## config.mk

```make
export PLATFORM = sky130hd
export DESIGN_NAME = rtcsl_slave
export DESIGN_NICKNAME = d
export VERILOG_FILES = /design/src/rtcsl_pkg.sv /design/src/rtcsl_regmem.sv /design/src/rtcsl_slave.sv
export VERILOG_INCLUDE_DIRS = /design/src /design/src/src
export SDC_FILE = /design/constraint.sdc
export NUM_CORES = 1
export LEC_CHECK = 0
export ABC_AREA = 0
export CAP_MARGIN = 0
export CORE_ASPECT_RATIO = 0.6
export CORE_MARGIN = 10
export CORE_UTILIZATION = 56
export CTS_BUF_LIST = sky130_fd_sc_hd__clkbuf_4 sky130_fd_sc_hd__clkbuf_8
export CTS_CLUSTER_SIZE = 28
export DETAILED_ROUTE_END_ITERATION = 6
export DONT_BUFFER_PORTS = 1
export PLACE_DENSITY = 0.76
export SLEW_MARGIN = 20
export SYNTH_ARGS = -nofsm -noshare
export SYNTH_HDL_FRONTEND = slang
export SYNTH_SLANG_ARGS = --single-unit
```

## constraint.sdc

```tcl
create_clock -name clk -period 2.5 [get_ports clk]
set_input_delay 0.375 -clock clk [delete_from_list [all_inputs] [get_ports clk]]
set_output_delay 0.375 -clock clk [all_outputs]
set_load 0.05 [all_outputs]
```

## src/rtcsl_defines.svh

```systemverilog
`ifndef RTCSL_DEFINES_SVH
`define RTCSL_DEFINES_SVH

// Bus address with the direction bit included, and its seven-bit form.
`define RTCSL_DEV_ADDR       7'h68
`define RTCSL_DEV_ADDR_BYTE  8'hd0
// Register pointer layout.
`define RTCSL_PTR_W          3
`define RTCSL_NUM_REGS       8
`define RTCSL_PTR_RESET      3'h0
`define RTCSL_PTR_LAST_TIME  3'h6
`define RTCSL_PTR_CALIB      3'h7
`define RTCSL_DATA_RESET     8'h00
// Recovery time after power returns.
`define RTCSL_CLK_HZ         20000000
`define RTCSL_REC_TIME_US    1000
`define RTCSL_REC_CYCLES     ((`RTCSL_REC_TIME_US * (`RTCSL_CLK_HZ / 1000000)))

`endif

```

## src/rtcsl_pkg.sv

```systemverilog
package rtcsl_pkg;

    typedef enum logic [2:0] {
        RTCSL_IDLE  = 3'b000,
        RTCSL_ADDR  = 3'b001,
        RTCSL_ACK   = 3'b010,
        RTCSL_RX    = 3'b011,
        RTCSL_TX    = 3'b100,
        RTCSL_TXACK = 3'b101,
        RTCSL_IGN   = 3'b110
    } rtcsl_state_e;

endpackage : rtcsl_pkg

```

## src/rtcsl_regmem.sv

```systemverilog
`timescale 1ns/1ps
`include "rtcsl_defines.svh"

module rtcsl_regmem (
    // Clock and reset.
    input  wire logic       clk,
    input  wire logic       rst_b,
    // Write port.
    input  wire logic       wr_en,
    input  wire logic [2:0] wr_addr,
    input  wire logic [7:0] wr_data,
    // Registered read port.
    input  wire logic [2:0] rd_addr,
    output logic      [7:0] rd_data
);

    logic [7:0] mem_q [0:`RTCSL_NUM_REGS-1];

    always_ff @(posedge clk or negedge rst_b) begin
        if (!rst_b) begin
            for (int i = 0; i < `RTCSL_NUM_REGS; i++) begin
                mem_q[i] <= `RTCSL_DATA_RESET;
            end
        end else if (wr_en) begin
            mem_q[wr_addr] <= wr_data;
        end
    end

    always_ff @(posedge clk or negedge rst_b) begin
        if (!rst_b) begin
            rd_data <= `RTCSL_DATA_RESET;
        end else begin
            rd_data <= mem_q[rd_addr];
        end
    end

endmodule : rtcsl_regmem

```

## src/rtcsl_slave.sv

```systemverilog
`timescale 1ns/1ps
`include "rtcsl_defines.svh"

// How it works
// - Answer only bus address bytes D0h and D1h
// - Eight registers, seconds through calibration
// - Power fail aborts, clears pointer, ignores bus
// - Keep ignoring bus for recovery time
// - SDA falls with SCL high: start
// - SDA rises with SCL high: stop
// - SDA changes only while SCL low
// - Eight bits then receiver acknowledge bit
// - Unlimited bytes between start and stop
// - Master nack: device releases SDA
// - Acknowledge address, word address, data
// - First written byte loads pointer
// - Store data, pointer steps on ack
// - Random read via repeated start
// - Read pointer steps on ack clock
// - Freeze time copy while pointer 00h-06h
// - Bare read starts at held pointer
// - Time write completion resets divider chain
// - Time BCD, calibration plain binary
module rtcsl_slave #(
    parameter int unsigned REC_CYCLES = `RTCSL_REC_CYCLES
) (
    // Clock and reset.
    input  wire logic       clk,
    input  wire logic       rst_b,
    // Two-wire bus pins.
    input  wire logic       scl_i,
    input  wire logic       sda_i,
    output logic            sda_o,
    output logic            sda_oe,
    // Supply supervision.
    input  wire logic       power_fail,
    // Timekeeping core side.
    output logic            time_freeze,
    output logic            divider_reset,
    output logic [2:0]      word_address,
    // Register port toward the timekeeping core.
    input  wire logic       core_wr_en,
    input  wire logic [2:0] core_wr_addr,
    input  wire logic [7:0] core_wr_data,
    output logic            bus_wr_en,
    output logic [2:0]      bus_wr_addr,
    output logic [7:0]      bus_wr_data
);

    // Three-stage synchronisers; a change counts once stages two and three agree.
    logic [2:0] scl_sync_q;
    logic [2:0] sda_sync_q;
    logic [2:0] pf_sync_q;
    logic       scl_q;
    logic       sda_q;
    logic       pf_q;
    logic       scl_prev_q;
    logic       sda_prev_q;

    always_ff @(posedge clk or negedge rst_b) begin
        if (!rst_b) begin
            scl_sync_q <= 3'h7;
            sda_sync_q <= 3'h7;
            pf_sync_q  <= 3'h0;
        end else begin
            scl_sync_q <= {scl_sync_q[1:0], scl_i};
            sda_sync_q <= {sda_sync_q[1:0], sda_i};
            pf_sync_q  <= {pf_sync_q[1:0], power_fail};
        end
    end

    always_ff @(posedge clk or negedge rst_b) begin
        if (!rst_b) begin
            scl_q <= 1'b1;
            sda_q <= 1'b1;
            pf_q  <= 1'b0;
        end else begin
            if (scl_sync_q[1] == scl_sync_q[2]) begin
                scl_q <= scl_sync_q[2];
            end
            if (sda_sync_q[1] == sda_sync_q[2]) begin
                sda_q <= sda_sync_q[2];
            end
            if (pf_sync_q[1] == pf_sync_q[2]) begin
                pf_q <= pf_sync_q[2];
            end
        end
    end

    always_ff @(posedge clk or negedge rst_b) begin
        if (!rst_b) begin
            scl_prev_q <= 1'b1;
            sda_prev_q <= 1'b1;
        end else begin
            scl_prev_q <= scl_q;
            sda_prev_q <= sda_q;
        end
    end

    logic scl_rise;
    logic scl_fall;
    logic start_det;
    logic stop_det;

    assign scl_rise  = scl_q && !scl_prev_q;
    assign scl_fall  = !scl_q && scl_prev_q;
    assign start_det = scl_q && scl_prev_q && sda_prev_q && !sda_q;
    assign stop_det  = scl_q && scl_prev_q && !sda_prev_q && sda_q;

    // Bus lockout during power fail and recovery.
    logic [31:0] rec_cnt_q;
    logic        locked;

    always_ff @(posedge clk or negedge rst_b) begin
        if (!rst_b) begin
            rec_cnt_q <= 32'h0;
        end else if (pf_q) begin
            rec_cnt_q <= REC_CYCLES;
        end else if (rec_cnt_q != 32'h0) begin
            rec_cnt_q <= rec_cnt_q - 32'h1;
        end
    end

    assign locked = pf_q || (rec_cnt_q != 32'h0);

    function automatic logic [2:0] ptr_next(input logic [2:0] p);
        return (p == `RTCSL_PTR_CALIB) ? `RTCSL_PTR_RESET : p + 3'h1;
    endfunction : ptr_next

    // Protocol engine.
    rtcsl_pkg::rtcsl_state_e state_q;
    logic [2:0]  bit_cnt_q;
    logic [7:0]  shift_q;
    logic        read_q;
    logic        have_ptr_q;
    logic        ack_drive_q;
    logic        last_rx_q;
    logic        time_wr_q;
    logic [2:0]  ptr_q;
    logic [7:0]  rd_byte;
    logic [7:0]  tx_q;

    // Byte received once the eighth rising edge has been seen.
    logic rx_done;
    assign rx_done = scl_rise && (bit_cnt_q == 3'h7);

    always_ff @(posedge clk or negedge rst_b) begin
        if (!rst_b) begin
            state_q     <= rtcsl_pkg::RTCSL_IDLE;
            bit_cnt_q   <= 3'h0;
            shift_q     <= 8'h00;
            read_q      <= 1'b0;
            have_ptr_q  <= 1'b0;
            ack_drive_q <= 1'b0;
            last_rx_q   <= 1'b0;
        end else if (locked) begin
            state_q     <= rtcsl_pkg::RTCSL_IDLE;
            bit_cnt_q   <= 3'h0;
            ack_drive_q <= 1'b0;
            have_ptr_q  <= 1'b0;
        end else if (start_det) begin
            state_q     <= rtcsl_pkg::RTCSL_ADDR;
            bit_cnt_q   <= 3'h0;
            ack_drive_q <= 1'b0;
            have_ptr_q  <= 1'b0;
        end else if (stop_det) begin
            state_q     <= rtcsl_pkg::RTCSL_IDLE;
            ack_drive_q <= 1'b0;
        end else begin
            case (state_q)
                rtcsl_pkg::RTCSL_ADDR, rtcsl_pkg::RTCSL_RX: begin
                    if (scl_rise) begin
                        shift_q   <= {shift_q[6:0], sda_q};
                        bit_cnt_q <= bit_cnt_q + 3'h1;
                    end
                    if (rx_done) begin
                        last_rx_q <= 1'b1;
                    end else if (scl_fall && last_rx_q) begin
                        last_rx_q <= 1'b0;
                        if (state_q == rtcsl_pkg::RTCSL_ADDR) begin
                            if (shift_q[7:1] == `RTCSL_DEV_ADDR) begin
                                read_q      <= shift_q[0];
                                ack_drive_q <= 1'b1;
                                state_q     <= rtcsl_pkg::RTCSL_ACK;
                            end else begin
                                state_q <= rtcsl_pkg::RTCSL_IGN;
                            end
                        end else begin
                            ack_drive_q <= 1'b1;
                            state_q     <= rtcsl_pkg::RTCSL_ACK;
                        end
                    end
                end
                rtcsl_pkg::RTCSL_ACK: begin
                    if (scl_fall) begin
                        ack_drive_q <= 1'b0;
                        bit_cnt_q   <= 3'h0;
                        if (read_q) begin
                            state_q <= rtcsl_pkg::RTCSL_TX;
                        end else begin
                            state_q    <= rtcsl_pkg::RTCSL_RX;
                            have_ptr_q <= 1'b1;
                        end
                    end
                end
                rtcsl_pkg::RTCSL_TX: begin
                    if (scl_fall) begin
                        bit_cnt_q <= bit_cnt_q + 3'h1;
                        if (bit_cnt_q == 3'h7) begin
                            state_q <= rtcsl_pkg::RTCSL_TXACK;
                        end
                    end
                end
                rtcsl_pkg::RTCSL_TXACK: begin
                    if (scl_rise) begin
                        // Master nack ends the read; SDA stays released.
                        state_q <= sda_q ? rtcsl_pkg::RTCSL_IGN : rtcsl_pkg::RTCSL_TXACK;
                    end else if (scl_fall) begin
                        bit_cnt_q <= 3'h0;
                        state_q   <= rtcsl_pkg::RTCSL_TX;
                    end
                end
                rtcsl_pkg::RTCSL_IGN: begin
                    bit_cnt_q <= 3'h0;
                end
                default: begin
                    state_q <= rtcsl_pkg::RTCSL_IDLE;
                end
            endcase
        end
    end

    // The address acknowledge only arms the flag, so its byte never reaches the pointer.
    logic       first_byte_q;
    logic       ack_clk_done;
    logic       store_ev;
    logic       ptr_load_ev;

    assign ack_clk_done = (state_q == rtcsl_pkg::RTCSL_ACK) && scl_fall && !read_q && !locked
                          && !start_det && !stop_det;
    assign ptr_load_ev  = ack_clk_done && have_ptr_q && first_byte_q;
    assign store_ev     = ack_clk_done && have_ptr_q && !first_byte_q;

    always_ff @(posedge clk or negedge rst_b) begin
        if (!rst_b) begin
            first_byte_q <= 1'b0;
        end else if (locked || start_det) begin
            first_byte_q <= 1'b0;
        end else if (state_q == rtcsl_pkg::RTCSL_ADDR && scl_fall && last_rx_q) begin
            first_byte_q <= 1'b1;
        end else if (ack_clk_done && have_ptr_q) begin
            first_byte_q <= 1'b0;
        end
    end

    // Read pointer advance happens on the acknowledge clock's rising edge.
    logic tx_ack_ev;
    assign tx_ack_ev = (state_q == rtcsl_pkg::RTCSL_TXACK) && scl_rise && !sda_q && !locked
                       && !start_det && !stop_det;

    always_ff @(posedge clk or negedge rst_b) begin
        if (!rst_b) begin
            ptr_q <= `RTCSL_PTR_RESET;
        end else if (pf_q) begin
            ptr_q <= `RTCSL_PTR_RESET;
        end else if (ptr_load_ev) begin
            ptr_q <= shift_q[2:0];
        end else if (store_ev || tx_ack_ev) begin
            ptr_q <= ptr_next(ptr_q);
        end
    end

    // Bus writes leave through a registered port toward the core.
    always_ff @(posedge clk or negedge rst_b) begin
        if (!rst_b) begin
            bus_wr_en   <= 1'b0;
            bus_wr_addr <= `RTCSL_PTR_RESET;
            bus_wr_data <= `RTCSL_DATA_RESET;
        end else begin
            bus_wr_en   <= store_ev;
            bus_wr_addr <= ptr_q;
            bus_wr_data <= shift_q;
        end
    end

    // The mirror is loaded by bus writes and core updates; a bus write wins a tie,
    // and core updates are dropped while time_freeze is high.
    logic       mem_wr_en;
    logic [2:0] mem_wr_addr;
    logic [7:0] mem_wr_data;

    assign mem_wr_en   = store_ev || (core_wr_en && !time_freeze);
    assign mem_wr_addr = store_ev ? ptr_q : core_wr_addr;
    assign mem_wr_data = store_ev ? shift_q : core_wr_data;

    rtcsl_regmem u_regmem (
        .clk     (clk),
        .rst_b   (rst_b),
        .wr_en   (mem_wr_en),
        .wr_addr (mem_wr_addr),
        .wr_data (mem_wr_data),
        .rd_addr (ptr_q),
        .rd_data (rd_byte)
    );

    // Transmit byte is captured as the byte slot opens.
    always_ff @(posedge clk or negedge rst_b) begin
        if (!rst_b) begin
            tx_q <= 8'hff;
        end else if (state_q != rtcsl_pkg::RTCSL_TX) begin
            tx_q <= rd_byte;
        end else if (scl_fall) begin
            tx_q <= {tx_q[6:0], 1'b1};
        end
    end

    // Freeze holds while a time register is addressed within an access.
    logic active;
    assign active = (state_q != rtcsl_pkg::RTCSL_IDLE) && (state_q != rtcsl_pkg::RTCSL_ADDR);

    always_ff @(posedge clk or negedge rst_b) begin
        if (!rst_b) begin
            time_freeze <= 1'b0;
        end else begin
            time_freeze <= active && !locked && (ptr_q <= `RTCSL_PTR_LAST_TIME);
        end
    end

    // Divider reset fires at the stop that completes a time write.
    always_ff @(posedge clk or negedge rst_b) begin
        if (!rst_b) begin
            time_wr_q <= 1'b0;
        end else if (locked || start_det && !time_wr_q) begin
            time_wr_q <= 1'b0;
        end else if (store_ev && ptr_q <= `RTCSL_PTR_LAST_TIME) begin
            time_wr_q <= 1'b1;
        end else if (stop_det) begin
            time_wr_q <= 1'b0;
        end
    end

    always_ff @(posedge clk or negedge rst_b) begin
        if (!rst_b) begin
            divider_reset <= 1'b0;
        end else begin
            divider_reset <= stop_det && time_wr_q && !locked;
        end
    end

    // Open-drain data pin: only ever pulled low.
    always_ff @(posedge clk or negedge rst_b) begin
        if (!rst_b) begin
            sda_oe <= 1'b0;
        end else if (locked || start_det || stop_det) begin
            sda_oe <= 1'b0;
        end else begin
            sda_oe <= ack_drive_q || (state_q == rtcsl_pkg::RTCSL_TX && !tx_q[7]);
        end
    end

    assign sda_o        = 1'b0;
    assign word_address = ptr_q;

endmodule : rtcsl_slave

```

==> results of run 1 <==
## kinds of logic (layout without fill, tap and decap cells)
kind of cell / Yosys count / in the layout
AO/OA/AOI/OAI: 144 / 144
XOR/XNOR: 26 / 26
adder cells (fa/ha/maj): 13 / 13
buffers and inverters: 55 / 170
flip-flops: 164 / 164
multiplexers: 43 / 43
other: 1 / 2
AND/OR/NAND/NOR: 283 / 284
## placed cells by master, fill, tap and decap left out, types with 14 or more instances in the layout
master	instances
a21o_1	17
a21oi_1	22
a221o_1	48
a22o_1	16
and4_1	33
buf_4	89
buf_6	22
clkbuf_8	17
dfrtp_1	145
dfstp_2	18
inv_1	14
mux4_2	16
nand2_1	32
nor2_1	54
nor3_1	22
xnor2_1	16
## power by group through the flow
stage	Clock (uW)	Combinational [uW]	Sequential (uW)
floorplan	0	597	3160
global placement	0	862	3210
detailed placement	0	910	3230
CTS	1980	930	3190
global route	2100	1090	3240
finish	1960	1020	3210
## cells in the mapped netlist, types with 17 or more instances
master    count  share of area [%]
and3_1       22                1.7
a221o_1      48                5.8
mux2_2       18                2.4
clkbuf_1     25                1.1
nand2_1      35                1.6
nor2_1       59                2.7
and4_1       33                3.5
a21oi_1      25                1.5
nor3_1       31                1.9
o21ai_0      20                1.2
dfrtp_1     146                 44
dfstp_2      18                5.7
a21o_1       17                1.5
## what timing repair did
item	in CTS	in global routing
buffers inserted	9	16
gates resized for setup	55	78
endpoints found under the hold margin	167	164
pin swaps	33	33
gates cloned	5	1
endpoints found under the setup margin	92	111
## worst max-delay path, cell delays in order (launching register included)
cell and delay (ps):
dfrtp_1 390, or4_4 570, buf_6 140, or4_4 480
buf_6 150, nor3_4 220, buf_6 190, buf_4 140
buf_12 110, o21ai_2 60, a21oi_1 160
## final cells by class
cell class              count  area, um2  area share, %
inverters                  14       52.6          0.503
diodes                      1       2.50         0.0240
well taps                 198        248           2.37
repair buffers            124       1160           11.1
multi-input cells         511       4430           42.5
clock buffers              17        234           2.24
flip-flops and latches    164       4130           39.5
clock inverters            15        181           1.74
## worst paths after layout
kind / slack [ps] / endpoint / depth (start not counted)
hold / removal: -400 / u_regmem.mem_q[47]$_DFFE_PN0P_ / 0
min in group clk: 120 / u_regmem.mem_q[12]$_DFFE_PN0P_ / 2
setup reg to reg: -170 / rec_cnt_q[6]$_DFFE_PN0P_ / 10
hold reg to reg: 360 / pf_sync_q[1]$_DFF_PN0_ / 0
max in group asynchronous: 2480 / tx_q[2]$_DFFE_PN1P_ / 0
setup / recovery: -170 / rec_cnt_q[6]$_DFFE_PN0P_ / 10
## metrics by stage
step | TNS (ps) | setup WS (ps)
finish | -6530 | -175
global route | -11990 | -263
CTS | -6930 | -166
detailed placement | -17390 | -531
global placement | -13210 | -427
floorplan | -6830 | -150
## sequential cells by signal (all words and copies together) (netlist names), 3 cells and up
| name | count |
|---|---|
| u_regmem.rd_data | 8 |
| word_address | 3 |
| tx_q | 8 |
| rec_cnt_q | 32 |
| state_q | 3 |
| scl_sync_q | 3 |
| bus_wr_data | 8 |
| u_regmem.mem_q | 64 |
| sda_sync_q | 3 |
| shift_q | 8 |
| bit_cnt_q | 3 |
| bus_wr_addr | 3 |
| pf_sync_q | 3 |
## layer usage
| layer | GRT usage (%) | routed length [um] | up-vias |
|---|---|---|---|
| met2 | 36.8 | 11400 | 519 |
| met4 | 6.53 | 424 | 0 |
| met1 | 34.8 | 10800 | 3578 |
| met5 | 0 | 0 | - |
| li1 | - | - | 2993 |
| met3 | 7.77 | 3320 | 67 |
==> impl_results.md, run 1 <==
- First DRT Iteration DRCs: 994
- Die H: 114 um
- CTS tree: built
- Worst vdd ir: 0.360 mV
- Finished Layout Cells: 1044
- IO Pins: 36
- Adder-cell share of the synthesized area: 1.87%
- Distinct cells, synth: 61
- Clock skew: 16.1 ps
- Site row count: 34
- Final Critical Period: 2670 ps
- Leakage: 0.00449 uW
- Nets@finish: 859
- Util after Layout: 72.0%
- Max-cap violation count: 0
- Drt drc: 0
- CP startpoint: rec_cnt_q[23]$_DFFE_PN0P_
- Post-synthesis mux area share: 7.87%
- Syn-to-layout area delta: 25.9%
- First-pass GRT wire length: 39500 um
- Layout cells sized above 1: 34.0%
- Int Pwr: 4280 uW
- Post-synthesis sequential area ratio: 49.7%
- Width of the die: 177 um
- Mapped Area: 8300 um2
- Main synth FF type: dfrtp_1
- Cell count after placement: 981
- Largest family of logic cells by synthesized area: simple AND/OR/NAND/NOR gates
- Compound-Gate Fraction of Synth Area: 13.9%
- RSZ-0062 raised after global routing: true
- Worst Max-Slew Pin Slew: 630 ps
- Clock tree root buffer cell: clkbuf_8
- Period Utilization, post-route: 107%
- CTS Buffer Depth: 2
- Post-synth EDFFs: 0
- Status: complete, but fails checks
- Slew Viols, Final: 0
- F_max: 0.374 GHz
- Synth Area per Inst: 11.4 um2
- Synth async-reset ratio: 100%
- Core area: 14500 um2
- Hold WC Path Type: input port to async pin
- Switching share of power: 31.0%
- Crit path kind: register to register
- Clk network pwr share: 31.6%
- Starting Density: 57.2%
- Worst EP arrival: 3070 ps
- Power density over cell area: 594 nW/um2
- IO Port Bufs: 0
- Slew HR: 58.0%
- Comb power frac: 16.5%
- Req. time, crit path: 2890 ps
- Final Hold Viols: 164
- Dpl hpwl: 16300 um
- Sequential group share of total power: 51.9%
- Clock sinks: 164
- Final WL: 26000 um
- XOR/XNOR Fraction of Synth Area: 2.75%
- # hold bufs at CTS: 3
- Syn Inst Count: 729
- Worst-path fanout max: 7
- Initial antenna violation count: 0
- Via count: 7157
- Gr usage total: 24.9%
- Synthesized Nets: 756
- Synth Area in Simple Gates: 20.7%
- Dpl cell area: 9090 um2
- Vias per cell: 6.86
- Pwr Total: 6200 uW
- Die Area: 20200 um2
- GP Congestion: 0.895
- Fillers: 923
- Sw Pwr: 1920 uW
- Post-route cell area: 10400 um2
- Antenna Violating Nets Remaining: 0
- Synthesis-stage register bit count: 164
- CTS clock-pin slew for the worst setup and hold paths: 110 ps
- Vias in the first global route: 6992
- Fin Hold WS: -404 ps
- Clock latency on the worst-skew pair: 470 ps
- Setup ws final: -175 ps
- Failing checks: hold timing, setup timing
- Final setup vio count: 76
- Overflow after GRT: 0
- CTS Buf Count: 17
- Routed WL per cell: 24.9 um
- Synth warn: 0
- Largest net degree at the start of global routing: 165
- Startpoint types: register
- Drt first pass iters: 6
- H-tree Lvls: 4
- FF-to-FF Start: rec_cnt_q[23]$_DFFE_PN0P_
- Crit end category: register
Note: power is estimated with default switching activity, not from simulation.
==> inputs of run 2 (changes only) <==
--- a/config.mk
+++ b/config.mk
@@ -8,14 +8,16 @@
 export LEC_CHECK = 0
 export ABC_AREA = 0
 export CAP_MARGIN = 0
+export CELL_PAD_IN_SITES_DETAIL_PLACEMENT = 1
+export CELL_PAD_IN_SITES_GLOBAL_PLACEMENT = 1
 export CORE_ASPECT_RATIO = 0.6
 export CORE_MARGIN = 10
-export CORE_UTILIZATION = 56
+export CORE_UTILIZATION = 48
 export CTS_BUF_LIST = sky130_fd_sc_hd__clkbuf_4 sky130_fd_sc_hd__clkbuf_8
 export CTS_CLUSTER_SIZE = 28
 export DETAILED_ROUTE_END_ITERATION = 6
 export DONT_BUFFER_PORTS = 1
-export PLACE_DENSITY = 0.76
+export PLACE_DENSITY = 0.8
 export SLEW_MARGIN = 20
 export SYNTH_ARGS = -nofsm -noshare
 export SYNTH_HDL_FRONTEND = slang
==> run 2 against run 1 <==
The run still ends with hold timing, setup timing left. Cell count grew 3.5%. First-iteration DRC count shrank 0.50%. Non-clock buffer count grew 3. Global-route usage grew 0.80 points. Clock skew grew 3.9 ps. Sequential share of layout area shrank 0.23 points. Design area grew 0.59%. Fmax shrank 5.6%. Worst hold slack lost 31 ps. Utilization shrank 10 points. Register-to-register slack lost 160 ps. Largest cell class unchanged. Highest routed layer is now met5.
==> impl_results.md, run 2 (synthesized netlist as in run 1, its figures left out) <==
- Status: complete, but fails checks
- Failing checks: hold timing, setup timing
- Starting Density: 48.7% (-8.5 points)
- Gr busiest metal: met2
- Worst Max-Slew Pin Slew: 720 ps (+90.5 ps)
- CP delay by family, top: simple AND/OR/NAND/NOR gates
- Crit-path cells: nor3_1 > nand2b_1 > or3_4 > buf_12 > a31oi_4 > a221o_1
- # hold bufs at CTS: 3 (unchanged)
- Crit end category: register
- Util after Layout: 61.6% (-10 points)
- Fin Hold WS: -435 ps (-31.1 ps)
- Width of the die: 190 um (+7.1%)
- Worst vdd ir: 0.402 mV (+12%)
- Cell count after placement: 1012 (+3.2%)
- RSZ-0062 raised after global routing: true
- Period Utilization, post-route: 113% (+6.3 points)
- Largest regs: u_regmem.mem_q (64), rec_cnt_q (32)
- Met3 Track Usage GR: 8.45% (+0.67 points)
- IO Pins: 36 (unchanged)
- Routed WL per cell: 29.9 um (+20%)
- Hold WC Path Type: input port to async pin
- Clock skew: 20.0 ps (+3.93 ps)
- Commonest cells after routing, fill and taps aside: 145 x dfrtp_1, 95 x buf_4, 57 x nor2_1
- Max-cap violation count: 0 (unchanged)
- CP startpoint: rec_cnt_q[29]$_DFFE_PN0P_
- H-tree Lvls: 4 (unchanged)
- GR Util met2: 39.9% (+3.1 points)
- Power density over cell area: 612 nW/um2 (+3.1%)
- Pwr Total: 6420 uW (+3.7%)
- First-pass GRT wire length: 45600 um (+15%)
- Vias per cell: 6.89 (+0.56%)
- FF-to-FF Start: rec_cnt_q[29]$_DFFE_PN0P_
- Final Hold Viols: 164 (unchanged)
- Site row count: 37 (+8.8%)
- Req. time, crit path: 2920 ps (+30 ps)
- Nets@finish: 861 (+0.23%)
- Commonest non-fill, non-tap cell in the layout: dfrtp_1
- Leakage: 0.00446 uW (-0.67%)
- Largest net degree at the start of global routing: 165 (unchanged)
- Slew HR: 51.8% (-6.2 points)
- Core area: 17000 um2 (+17%)
- Initial antenna violation count: 1 (+1)
- Final Critical Period: 2830 ps (+158 ps)
- CP Buf/Inv Count: 1 (-4)
- Drt drc: 0 (unchanged)
- Antenna Violating Nets Remaining: 0 (unchanged)
- First DRT Iteration DRCs: 989 (-0.50%)
- M1 GR Usage: 32.9% (-1.8 points)
- Die H: 122 um (+6.6%)
- CTS clock-pin slew for the worst setup and hold paths: 100 ps (about the same)
- Clock sinks: 164 (unchanged)
- Drt first pass iters: 5 (-1)
- Slowest cell on crit path: or3_4
- Gr usage total: 25.7% (+0.80 points)
- Final setup vio count: 95 (+25%)
- CTS tree: built
- F_max: 0.353 GHz (-5.6%)
- Vias in the first global route: 7632 (+9.2%)
- Max reg flops: 64 (unchanged)
- CTS Buf Count: 17 (unchanged)
- IO Port Bufs: 0 (unchanged)
- Final WL: 32400 um (+25%)
- CTS Buffer Depth: 2 (unchanged)
- Layout cells sized above 1: 34.7% (+0.75 points)
- Number of cells on the critical path: 6 (-4)
- FF-to-FF path depth: 6 (-4)
- Clock tree root buffer cell: clkbuf_8
- CP max stage delay: 590 ps (+20 ps)
- Crit path kind: register to register
- Fillers: 1749 (+89%)
- Startpoint types: register
- Dpl hpwl: 18000 um (+11%)
- Via count: 7452 (+4.1%)
- Finished Layout Cells: 1081 (+3.5%)
- Syn-to-layout area delta: 26.6%
- GP Congestion: 0.887 (-0.86%)
- Overflow after GRT: 0 (unchanged)
- Setup ws final: -333 ps (-158 ps)
- Slew Viols, Final: 0 (unchanged)
- Clock latency on the worst-skew pair: 500 ps (+30 ps)
- Worst EP arrival: 3250 ps (+180 ps)
- Die Area: 23100 um2 (+14%)
- Worst-path fanout max: 8 (+1)
- Largest Register: u_regmem.mem_q
- Inserted Diodes: 0 (-1)
[run 2: cell types whose count changed in the layout (fill, tap and decap cells not counted), sizes merged]
| cell | delta |
|---|---|
| or3 | -1 |
| clkbuf | +6 |
| bufinv | +3 |
| diode | -1 |
| inv | -2 |
| clkinv | -6 |
| clkinvlp | +3 |
| buf | -1 |
[run 2: final timing paths]
path / end / slack [ps]
max: u_regmem.mem_q[50]$_DFFE_PN0P_ / -330
min: rec_cnt_q[12]$_DFFE_PN0P_ / -440
max reg2reg: u_regmem.mem_q[50]$_DFFE_PN0P_ / -330
min reg2reg: pf_sync_q[1]$_DFF_PN0_ / 360
max in group asynchronous: tx_q[6]$_DFFE_PN1P_ / 2610
min in group clk: u_regmem.mem_q[25]$_DFFE_PN0P_ / 90
[run 2: what timing repair did]
item / 4_1_cts / 5_1_grt
pin swaps: 58 / 49
gates cloned: 2 / 5
endpoints found under the setup margin: 100 / 114
setup buffers: 19 / 10
hold endpoints to repair: 167 / 164
gates resized for setup: 78 / 43
[run 2: final cells by class]
class	count	area [um2]	area share [%]
clock inverter	13	173	1.64
multi-input combinational	510	4440	42.3
inverter	14	52.6	0.500
timing repair buffer	127	1170	11.1
clock buffer	19	249	2.37
sequential	164	4130	39.3
tap	234	293	2.79
[run 2: report_power, final]
group / switching, uW / internal (uW)
Clock: 1130 / 1030
Sequential: 269 / 2980
Combinational: 521 / 492
[run 2: worst register-to-register path: stages (launching register included)]
cell and delay [ps]:
dfrtp_1 490, nor3_1 550, nand2b_1 340, or3_4 590, buf_12 200, a31oi_4 330, a221o_1 250
[run 2: layer usage]
layer / wire [um] / part of all wire [%] / vias to the layer above
met3: 3490 / 11 / 132
li1: - / - / 2995
met5: 11 / 0.034 / -
met4: 1170 / 3.6 / 2
met2: 14500 / 45 / 520
met1: 13200 / 41 / 3803
[run 2: stage by stage]
stage          setup slack, ps  instance area [um2]  TNS, ps  hold WS (ps)
2_1_floorplan             -150                 8340    -6830          79.4
3_3_place_gp              -144                 9100    -4750          87.9
3_5_place_dp              -248                 9100   -11190          86.7
4_1_cts                   -133                10100    -4330          -464
5_1_grt                   -294                10500   -20470          -461
6_report                  -333                10500   -17940          -435
